==> src/verilog/hwd_pkg.sv <==
// Package for the hardware-options and watchdog-setup register bank.
// Assumes a 25 MHz system clock and a 7-bit register address from the serial front end.
package hwd_pkg;
   localparam int ADDR_W = 7;
   localparam int DATA_W = 16;

   localparam logic [6:0]  ADDR_HW_OPTIONS = 7'h02;
   localparam logic [6:0]  ADDR_WD_SETUP   = 7'h03;

   // hardware_options field positions
   localparam int HW_THERM_WAIT_BIT = 12;
   localparam int HW_OV_SEL_BIT     = 11;
   localparam int HW_SH_OFF_BIT     = 10;
   localparam int HW_RST_DEL_BIT    = 9;
   localparam int HW_SOFT_PIN_BIT   = 6;
   localparam int HW_FO_SW_BIT      = 5;
   localparam int HW_WD_OFF_U_BIT   = 2;

   // watchdog_setup field positions
   localparam int WD_CHECKSUM_BIT   = 15;
   localparam int WD_OFF_L_BIT      = 6;
   localparam int WD_STYLE_BIT      = 5;
   localparam int WD_BUS_START_BIT  = 4;
   localparam int WD_PERIOD_LSB     = 0;
   localparam int WD_PERIOD_W       = 3;

   localparam logic [15:0] HW_RESET_VAL    = 16'h0000;
   localparam logic [15:0] HW_WRITE_MASK   = 16'h1E64;
   localparam logic [15:0] HW_SOFT_KEEP    = 16'h0200;
   localparam logic [15:0] HW_RESTART_KEEP = 16'h1240;
   localparam logic [15:0] WD_RESET_VAL    = 16'h0014;
   localparam logic [15:0] WD_WRITE_MASK   = 16'h8077;
   localparam logic [15:0] WD_RESTART_KEEP = 16'h0010;

   // Timing, in printed units
   localparam int CLK_HZ            = 25_000_000;
   localparam int THERM_WAIT_MS     = 1000;
   localparam int THERM_LONG_MULT   = 64;
   localparam int THERM_EVENT_LIMIT = 16;
   localparam int RST_DELAY_LONG_MS = 10;
   localparam int RST_DELAY_SHORT_MS = 2;

   localparam int THERM_WAIT_CYC  = THERM_WAIT_MS * (CLK_HZ / 1000);
   localparam int RST_LONG_CYC    = RST_DELAY_LONG_MS * (CLK_HZ / 1000);
   localparam int RST_SHORT_CYC   = RST_DELAY_SHORT_MS * (CLK_HZ / 1000);

   function automatic logic [13:0] wd_period_ms(input logic [2:0] code);
      logic [13:0] ms;
      ms = 14'h0000;
      unique case (code)
         3'h0: ms = 14'd10;
         3'h1: ms = 14'd20;
         3'h2: ms = 14'd50;
         3'h3: ms = 14'd100;
         3'h4: ms = 14'd200;
         3'h5: ms = 14'd500;
         3'h6: ms = 14'd1000;
         3'h7: ms = 14'd10000;
      endcase
      return ms;
   endfunction : wd_period_ms
endpackage : hwd_pkg

==> src/verilog/hwd_regs.sv <==
// Hardware-options and watchdog-setup register bank with its side effects.
// Assumes the serial front end delivers decoded register accesses on this clock,
// and that mode and thermal events arrive as same-clock single-cycle pulses, and the failure status as a level.
`timescale 1ns/1ps

module hwd_regs #(
   parameter int THERM_WAIT_CYC = hwd_pkg::THERM_WAIT_CYC,
   parameter int RST_LONG_CYC   = hwd_pkg::RST_LONG_CYC,
   parameter int RST_SHORT_CYC  = hwd_pkg::RST_SHORT_CYC
) (
   input  wire logic        I_CLK,
   input  wire logic        I_RST,
   input  wire logic        I_WR_EN,
   input  wire logic        I_RD_EN,
   input  wire logic [6:0]  I_ADDR,
   input  wire logic [15:0] I_WR_DATA,
   input  wire logic        I_SOFT_RESET_REQ,
   input  wire logic        I_RESTART_ENTRY,
   input  wire logic        I_STOP_TO_NORMAL,
   input  wire logic        I_BUS_WAKE_IN_STOP,
   input  wire logic        I_PIN_IS_FAIL_OUT,
   input  wire logic        I_FAILURE_STATUS,
   input  wire logic        I_THERM_EVENT,
   input  wire logic        I_THERM_CALM,
   output logic [15:0]      O_RD_DATA,
   output logic             O_OV_THRESH_HIGH,
   output logic             O_SAMPLE_HOLD_OFF,
   output logic             O_RESET_DELAY_SHORT,
   output logic             O_RESET_OUTPUT_LOW,
   output logic             O_FAIL_OUTPUT,
   output logic             O_THERM_HOLD,
   output logic             O_WD_OFF_UPPER,
   output logic             O_WD_OFF_LOWER,
   output logic             O_WD_WINDOW,
   output logic             O_WD_CHECKSUM,
   output logic [2:0]       O_WD_PERIOD,
   output logic [13:0]      O_WD_PERIOD_MS,
   output logic             O_WD_LONG_OPEN_START
);

   localparam int THERM_LONG_CYC = THERM_WAIT_CYC * hwd_pkg::THERM_LONG_MULT;

   // Upper bound keeps the sixty-four-fold wait inside a 32-bit counter
   if (THERM_WAIT_CYC < 1 || RST_SHORT_CYC < 1 || RST_LONG_CYC < 1 ||
       THERM_WAIT_CYC > 32'h01FF_FFFF)
   begin : g_bad_timing
      $error("hwd_regs: timing parameter out of range");
   end

   logic [15:0] hw_r;
   logic [15:0] wd_r;
   logic [15:0] rd_data_r;
   logic        fail_r;
   logic        rst_low_r;
   logic [31:0] rst_cnt_r;
   logic        hold_r;
   logic [31:0] therm_cnt_r;
   logic [4:0]  evt_cnt_r;
   logic [4:0]  evt_cnt_nxt;
   logic        wake_start_r;
   logic [13:0] period_ms_r;
   logic        wr_hw;
   logic        wr_wd;

   assign wr_hw = I_WR_EN && (I_ADDR == hwd_pkg::ADDR_HW_OPTIONS);
   assign wr_wd = I_WR_EN && (I_ADDR == hwd_pkg::ADDR_WD_SETUP);

   // Restart outranks soft reset; a write in the same cycle is dropped then
   always_ff @(posedge I_CLK)
   begin
      if (I_RST)
         hw_r <= hwd_pkg::HW_RESET_VAL;
      else if (I_RESTART_ENTRY)
         hw_r <= hw_r & hwd_pkg::HW_RESTART_KEEP;
      else if (I_SOFT_RESET_REQ)
         hw_r <= hw_r & hwd_pkg::HW_SOFT_KEEP;
      else
      begin
         if (I_STOP_TO_NORMAL)
            hw_r[hwd_pkg::HW_WD_OFF_U_BIT] <= 1'b0;
         // A host write in the same cycle wins over the automatic clear
         if (wr_hw)
            hw_r <= I_WR_DATA & hwd_pkg::HW_WRITE_MASK;
      end
   end

   always_ff @(posedge I_CLK)
   begin
      if (I_RST)
         wd_r <= hwd_pkg::WD_RESET_VAL;
      else if (I_RESTART_ENTRY)
         wd_r <= (wd_r & hwd_pkg::WD_RESTART_KEEP) |
                 (hwd_pkg::WD_RESET_VAL & ~hwd_pkg::WD_RESTART_KEEP);
      else if (I_SOFT_RESET_REQ)
         wd_r <= hwd_pkg::WD_RESET_VAL;
      else if (wr_wd)
         wd_r <= I_WR_DATA & hwd_pkg::WD_WRITE_MASK;
   end

   // Read data is captured before any same-cycle write lands
   always_ff @(posedge I_CLK)
   begin
      if (I_RST)
         rd_data_r <= 16'h0000;
      else if (I_RD_EN)
      begin
         if (I_ADDR == hwd_pkg::ADDR_HW_OPTIONS)
            rd_data_r <= hw_r;
         else if (I_ADDR == hwd_pkg::ADDR_WD_SETUP)
            rd_data_r <= wd_r;
         else
            rd_data_r <= 16'h0000;
      end
   end

   // Failure-driven activation is independent of the software bit
   always_ff @(posedge I_CLK)
   begin
      if (I_RST)
         fail_r <= 1'b0;
      else
         fail_r <= (hw_r[hwd_pkg::HW_FO_SW_BIT] && I_PIN_IS_FAIL_OUT) ||
                   I_FAILURE_STATUS;
   end

   // Reset output pulse length follows the delay select, which survives soft reset
   always_ff @(posedge I_CLK)
   begin
      if (I_RST)
      begin
         rst_low_r <= 1'b0;
         rst_cnt_r <= 32'h0000_0000;
      end
      else if (I_SOFT_RESET_REQ && !I_RESTART_ENTRY && !hw_r[hwd_pkg::HW_SOFT_PIN_BIT])
      begin
         rst_low_r <= 1'b1;
         rst_cnt_r <= hw_r[hwd_pkg::HW_RST_DEL_BIT] ? 32'(RST_SHORT_CYC - 1)
                                                    : 32'(RST_LONG_CYC - 1);
      end
      else if (rst_low_r)
      begin
         if (rst_cnt_r == 32'h0000_0000)
            rst_low_r <= 1'b0;
         else
            rst_cnt_r <= rst_cnt_r - 32'h0000_0001;
      end
   end

   // Consecutive thermal event count saturates just past the limit
   always_comb
   begin
      evt_cnt_nxt = evt_cnt_r;
      if (evt_cnt_r <= 5'(hwd_pkg::THERM_EVENT_LIMIT))
         evt_cnt_nxt = evt_cnt_r + 5'h01;
   end

   always_ff @(posedge I_CLK)
   begin
      if (I_RST)
         evt_cnt_r <= 5'h00;
      else if (I_THERM_EVENT)
         evt_cnt_r <= evt_cnt_nxt;
      else if (I_THERM_CALM)
         evt_cnt_r <= 5'h00;
   end

   // A new event while waiting restarts the full wait
   always_ff @(posedge I_CLK)
   begin
      if (I_RST)
      begin
         hold_r      <= 1'b0;
         therm_cnt_r <= 32'h0000_0000;
      end
      else if (I_THERM_EVENT)
      begin
         hold_r <= 1'b1;
         if (hw_r[hwd_pkg::HW_THERM_WAIT_BIT] &&
             evt_cnt_nxt > 5'(hwd_pkg::THERM_EVENT_LIMIT))
            therm_cnt_r <= 32'(THERM_LONG_CYC - 1);
         else
            therm_cnt_r <= 32'(THERM_WAIT_CYC - 1);
      end
      else if (hold_r)
      begin
         if (therm_cnt_r == 32'h0000_0000)
            hold_r <= 1'b0;
         else
            therm_cnt_r <= therm_cnt_r - 32'h0000_0001;
      end
   end

   always_ff @(posedge I_CLK)
   begin
      if (I_RST)
      begin
         wake_start_r <= 1'b0;
         period_ms_r  <= 14'h0000;
      end
      else
      begin
         wake_start_r <= I_BUS_WAKE_IN_STOP && wd_r[hwd_pkg::WD_BUS_START_BIT];
         period_ms_r  <= hwd_pkg::wd_period_ms(wd_r[2:0]);
      end
   end

   assign O_RD_DATA            = rd_data_r;
   assign O_OV_THRESH_HIGH     = hw_r[hwd_pkg::HW_OV_SEL_BIT];
   assign O_SAMPLE_HOLD_OFF    = hw_r[hwd_pkg::HW_SH_OFF_BIT];
   assign O_RESET_DELAY_SHORT  = hw_r[hwd_pkg::HW_RST_DEL_BIT];
   assign O_RESET_OUTPUT_LOW   = rst_low_r;
   assign O_FAIL_OUTPUT        = fail_r;
   assign O_THERM_HOLD         = hold_r;
   assign O_WD_OFF_UPPER       = hw_r[hwd_pkg::HW_WD_OFF_U_BIT];
   assign O_WD_OFF_LOWER       = wd_r[hwd_pkg::WD_OFF_L_BIT];
   assign O_WD_WINDOW          = wd_r[hwd_pkg::WD_STYLE_BIT];
   assign O_WD_CHECKSUM        = wd_r[hwd_pkg::WD_CHECKSUM_BIT];
   assign O_WD_PERIOD          = wd_r[2:0];
   assign O_WD_PERIOD_MS       = period_ms_r;
   assign O_WD_LONG_OPEN_START = wake_start_r;

   property p_hw_reserved;
      @(posedge I_CLK) disable iff (I_RST)
      (hw_r & ~hwd_pkg::HW_WRITE_MASK) == 16'h0000;
   endproperty
   a_hw_reserved: assert property (p_hw_reserved) else $error("reserved hw bit set");

   property p_wd_reserved;
      @(posedge I_CLK) disable iff (I_RST)
      I_RD_EN && I_ADDR == hwd_pkg::ADDR_WD_SETUP
         |=> (O_RD_DATA & ~hwd_pkg::WD_WRITE_MASK) == 16'h0000;
   endproperty
   a_wd_reserved: assert property (p_wd_reserved) else $error("reserved wd bit read");

   property p_hw_write;
      @(posedge I_CLK) disable iff (I_RST)
      wr_hw && !I_RESTART_ENTRY && !I_SOFT_RESET_REQ
         |=> hw_r == ($past(I_WR_DATA) & hwd_pkg::HW_WRITE_MASK);
   endproperty
   a_hw_write: assert property (p_hw_write) else $error("hw write not stored");

   property p_failure_holds;
      @(posedge I_CLK) disable iff (I_RST)
      I_FAILURE_STATUS |=> O_FAIL_OUTPUT;
   endproperty
   a_failure_holds: assert property (p_failure_holds) else $error("fail output dropped");

   property p_restart_fo;
      @(posedge I_CLK) disable iff (I_RST)
      I_RESTART_ENTRY ##1 !I_FAILURE_STATUS |=> !O_FAIL_OUTPUT;
   endproperty
   a_restart_fo: assert property (p_restart_fo) else $error("fail output after restart");

   property p_stop_clear;
      @(posedge I_CLK) disable iff (I_RST)
      I_STOP_TO_NORMAL && !wr_hw |=> !O_WD_OFF_UPPER;
   endproperty
   a_stop_clear: assert property (p_stop_clear) else $error("upper disable not cleared");

   property p_soft_pulse;
      @(posedge I_CLK) disable iff (I_RST)
      I_SOFT_RESET_REQ && !I_RESTART_ENTRY && !rst_low_r
         |=> O_RESET_OUTPUT_LOW == !$past(hw_r[hwd_pkg::HW_SOFT_PIN_BIT]);
   endproperty
   a_soft_pulse: assert property (p_soft_pulse) else $error("soft reset pulse wrong");

   property p_therm_long;
      @(posedge I_CLK) disable iff (I_RST)
      I_THERM_EVENT && hw_r[hwd_pkg::HW_THERM_WAIT_BIT] &&
         evt_cnt_r >= 5'(hwd_pkg::THERM_EVENT_LIMIT)
         |=> O_THERM_HOLD && therm_cnt_r == 32'(THERM_LONG_CYC - 1);
   endproperty
   a_therm_long: assert property (p_therm_long) else $error("long thermal wait missing");

   property p_bus_wake;
      @(posedge I_CLK) disable iff (I_RST)
      I_BUS_WAKE_IN_STOP |=> O_WD_LONG_OPEN_START == $past(wd_r[hwd_pkg::WD_BUS_START_BIT]);
   endproperty
   a_bus_wake: assert property (p_bus_wake) else $error("bus wake start wrong");

   property p_rst_short;
      @(posedge I_CLK) disable iff (I_RST)
      I_SOFT_RESET_REQ && !I_RESTART_ENTRY && !hw_r[hwd_pkg::HW_SOFT_PIN_BIT] &&
         hw_r[hwd_pkg::HW_RST_DEL_BIT] |=> rst_cnt_r == 32'(RST_SHORT_CYC - 1);
   endproperty
   a_rst_short: assert property (p_rst_short) else $error("short reset delay missing");

   property p_therm_short;
      @(posedge I_CLK) disable iff (I_RST)
      I_THERM_EVENT && !hw_r[hwd_pkg::HW_THERM_WAIT_BIT]
         |=> O_THERM_HOLD && therm_cnt_r == 32'(THERM_WAIT_CYC - 1);
   endproperty
   a_therm_short: assert property (p_therm_short) else $error("one second wait missing");

endmodule : hwd_regs
==> config.mk <==
export PLATFORM = sky130hd
export DESIGN_NAME = hwd_regs
export DESIGN_NICKNAME = d
export VERILOG_FILES = /design/src/verilog/hwd_pkg.sv /design/src/verilog/hwd_regs.sv
export SDC_FILE = /design/constraint.sdc
export NUM_CORES = 1
export LEC_CHECK = 0
export BUFFER_PORTS_ARGS = -buffer_cell sky130_fd_sc_hd__buf_4
export CORE_ASPECT_RATIO = 1.25
export CORE_MARGIN = 2
export CORE_UTILIZATION = 61
export CTS_CLUSTER_SIZE = 10
export DETAILED_ROUTE_END_ITERATION = 7
export PLACE_DENSITY_LB_ADDON = 0.15
export SYNTH_ARGS = -nofsm -noshare
export SYNTH_HDL_FRONTEND = slang
export SYNTH_SLANG_ARGS = --single-unit
==> constraint.sdc <==
create_clock -name I_CLK -period 5.3 [get_ports I_CLK]
set_clock_uncertainty 0.2 [all_clocks]
set_input_delay 0.795 -clock I_CLK [delete_from_list [all_inputs] [get_ports I_CLK]]
set_output_delay 0.795 -clock I_CLK [all_outputs]
set_load 0.01 [all_outputs]
==> metrics <==
wire length per cell 15.2 µm; layout cells sized above 1 16.5%; placed insts 734; largest family of logic cells by synthesized area simple AND/OR/NAND/NOR gates; post-synth top area cell dfxtp_1; die width 86.6 µm; std cell rows 37; minimum clock period 2.88 ns; Req. time, crit path 5.41 ns; Final setup viols 0; Post-Syn Instances 602; flops & latches, synth 108; Routed Antenna Nets 0; core area 8240 µm²; Post-DP HPWL 8040 µm; IO Port Bufs 65; root buf cell clkbuf_8; first-pass GRT wire length 19500 µm; final WL 11400 µm; post-CTS sizing 0; syn avg cell area 8.64 µm²; Fmax 347 MHz; synth warn 0; DRT Pass-1 Iters 5; Avg Vias per Cell 5.98; Post-Synth Simple-Gate Area 27.5%; Logic pwr share 12.5%; CTS tree done; post-synthesis xor/xnor area fraction 8.08%; Async SR Flop Fraction 0%; Synth Area in Compound Gates 12.8%; DRC 0; Fin. Hold Viols 0; register share of total power 54.7%; Slew Viols, Final 0; critical path type reg2reg; Final period util 54.3%; hold slack 0.283 ns; adder-cell share of the synthesized area 2.17%; Post-synth EDFFs 0; Worst Max-Slew Pin Slew 1.03 ns; Slew Limit Headroom 31.2%; Max-Cap Viols 0; Final nets 692; postcts setup bufs 0; worst vdd ir 241 µV; routed via count 4486; GR Util All Layers 25.8%; Initial Util 63.1%; RSZ-0062 raised after global routing false; multiplexer share of the synthesized area 2.77%; drt first-iter violations 255; post-layout util 71.0%; share of total power in the clock network 32.8%; CTS buffer count 9; Post-CTS Hold Fix Bufs 0; Yosys cell types 63; antenna cell count 0; GP Congestion 0.870; H-Tree Depth 3; LEAKAGE 2.30 nW; Die Area 9280 µm²; synthesis-to-finish area growth 12.4%; Post-Layout Cell Count 750; Internal Power 1.15 mW; sequential share of the synthesized area 41.6%; mapped cell area 5200 µm²; most common cell in the netlist dfxtp_1; Top Ports 79; Die Y 107 µm; Power Dens Cells 273 nW/µm²; number of clock sinks 108; clk slew on worst S/H paths 0.11 ns; worst-skew pair later-pin latency 0.39 ns; Sum Neg Setup Slack 0 ns; total grt overflow 0; Fill cells 660; CP Capture Type flip-flop; run status finished, final reports clean; vias in the first global route 4492; arrival time of the worst setup path 2.99 ns; Yosys top cell area share 41.6%; Net Sw Power 0.443 mW; clk buf depth 2; startpoint types flip-flop; Top FF cell, synth dfxtp_1; total power 1.59 mW; Sw Ratio 27.8%; Hold Path Class reg2reg; pin count of the biggest net entering global routing 61; antenna violations before repair 0; worst-path fanout max 8; top cells by count, synth 108 x dfxtp_1, 68 x nor2_1, 56 x a21oi_1; largest cells by area after synthesis dfxtp_1 42%, xor2_1 6.1%, a21oi_1 5.4%
[routing by layer]
| metal | vias to the layer above | global-route usage [%] | wire [µm] |
|---|---|---|---|
| li1 | 2200 | - | - |
| met1 | 2150 | 30.2 | 4830 |
| met2 | 113 | 44.7 | 5770 |
| met3 | 23 | 5.93 | 526 |
| met4 | 0 | 11.0 | 268 |
| met5 | - | 0 | 0 |
[power groups by stage]
stage / Combinational (mW) / Clock [mW] / Sequential [mW]
6_report: 0.199 / 0.523 / 0.871
5_1_grt: 0.226 / 0.565 / 0.876
4_1_cts: 0.199 / 0.532 / 0.871
3_5_place_dp: 0.197 / 0 / 0.889
3_3_place_gp: 0.189 / 0 / 0.887
2_1_floorplan: 0.152 / 0 / 0.881
[flip-flops by register name (all words and copies together) (netlist names)]
name and flops:
rst_cnt_r 32, therm_cnt_r 32, O_RD_DATA 11, O_WD_PERIOD_MS 10, hw_r 7, wd_r 7, evt_cnt_r 5, O_FAIL_OUTPUT 1
O_RESET_OUTPUT_LOW 1, O_THERM_HOLD 1, O_WD_LONG_OPEN_START 1
[worst paths after layout]
kind / start / endpoint / slack, ns / cells after the start
hold / removal: O_RD_DATA[6] / O_RD_DATA[6] / 0.28 / 2
hold reg to reg: O_RD_DATA[6] / O_RD_DATA[6] / 0.28 / 2
setup reg to reg: rst_cnt_r[3] / rst_cnt_r[29] / 2.42 / 6
setup / recovery: rst_cnt_r[3] / rst_cnt_r[29] / 2.42 / 6
[per-stage QoR]
stage	worst slack, ns	instance area (µm²)
2_1_floorplan	2.38	5230
3_3_place_gp	2.22	5640
3_5_place_dp	2.17	5640
4_1_cts	2.43	5850
5_1_grt	2.21	5850
6_report	2.42	5850
[cell type report]
| type | count | area (µm²) | area share, % |
|---|---|---|---|
| multi-input cells | 448 | 2800 | 48.0 |
| flip-flops and latches | 108 | 2160 | 37.0 |
| repair buffers | 66 | 495 | 8.47 |
| clock buffers | 9 | 124 | 2.12 |
| well taps | 97 | 121 | 2.08 |
| clock inverters | 7 | 83.8 | 1.43 |
| inverters | 15 | 56.3 | 0.963 |
[cells in the final DEF, fill, tap and decap left out, drive strengths merged, types with 3 or more instances in the layout]
master,count
or3,11
nand3b,7
dfxtp,108
a31oi,3
nor2,68
xnor2,12
nand3,36
or3b,3
nor3,22
nand4,17
clkbuf,9
a211o,3
o21ai,10
inv,18
ha,9
mux2i,11
nor2b,7
a21boi,9
and3b,3
mux2,3
buf,66
o31ai,4
conb,8
or4,9
nand2b,16
xor2,36
nor4,14
nand2,34
a21oi,57
o41ai,3
or2,6
[worst max-delay path: stages, from the launching register on]
cell and delay (ns):
dfxtp_1 0.37, or4_1 0.63, nor3_2 0.35, and3_1 0.43, nand3_2 0.20, or4_1 0.46
a21oi_1 0.15
[logic make-up (layout without fill, tap and decap cells)]
family,count (synthesis),count (layout)
AO/OA/AOI/OAI,106,106
XOR/XNOR,48,48
adder cells (fa/ha/maj),9,9
buffers and inverters,53,97
flip-flops,108,108
multiplexers,14,14
other,1,8
AND/OR/NAND/NOR,263,263
Note: power is estimated with default switching activity, not from simulation.
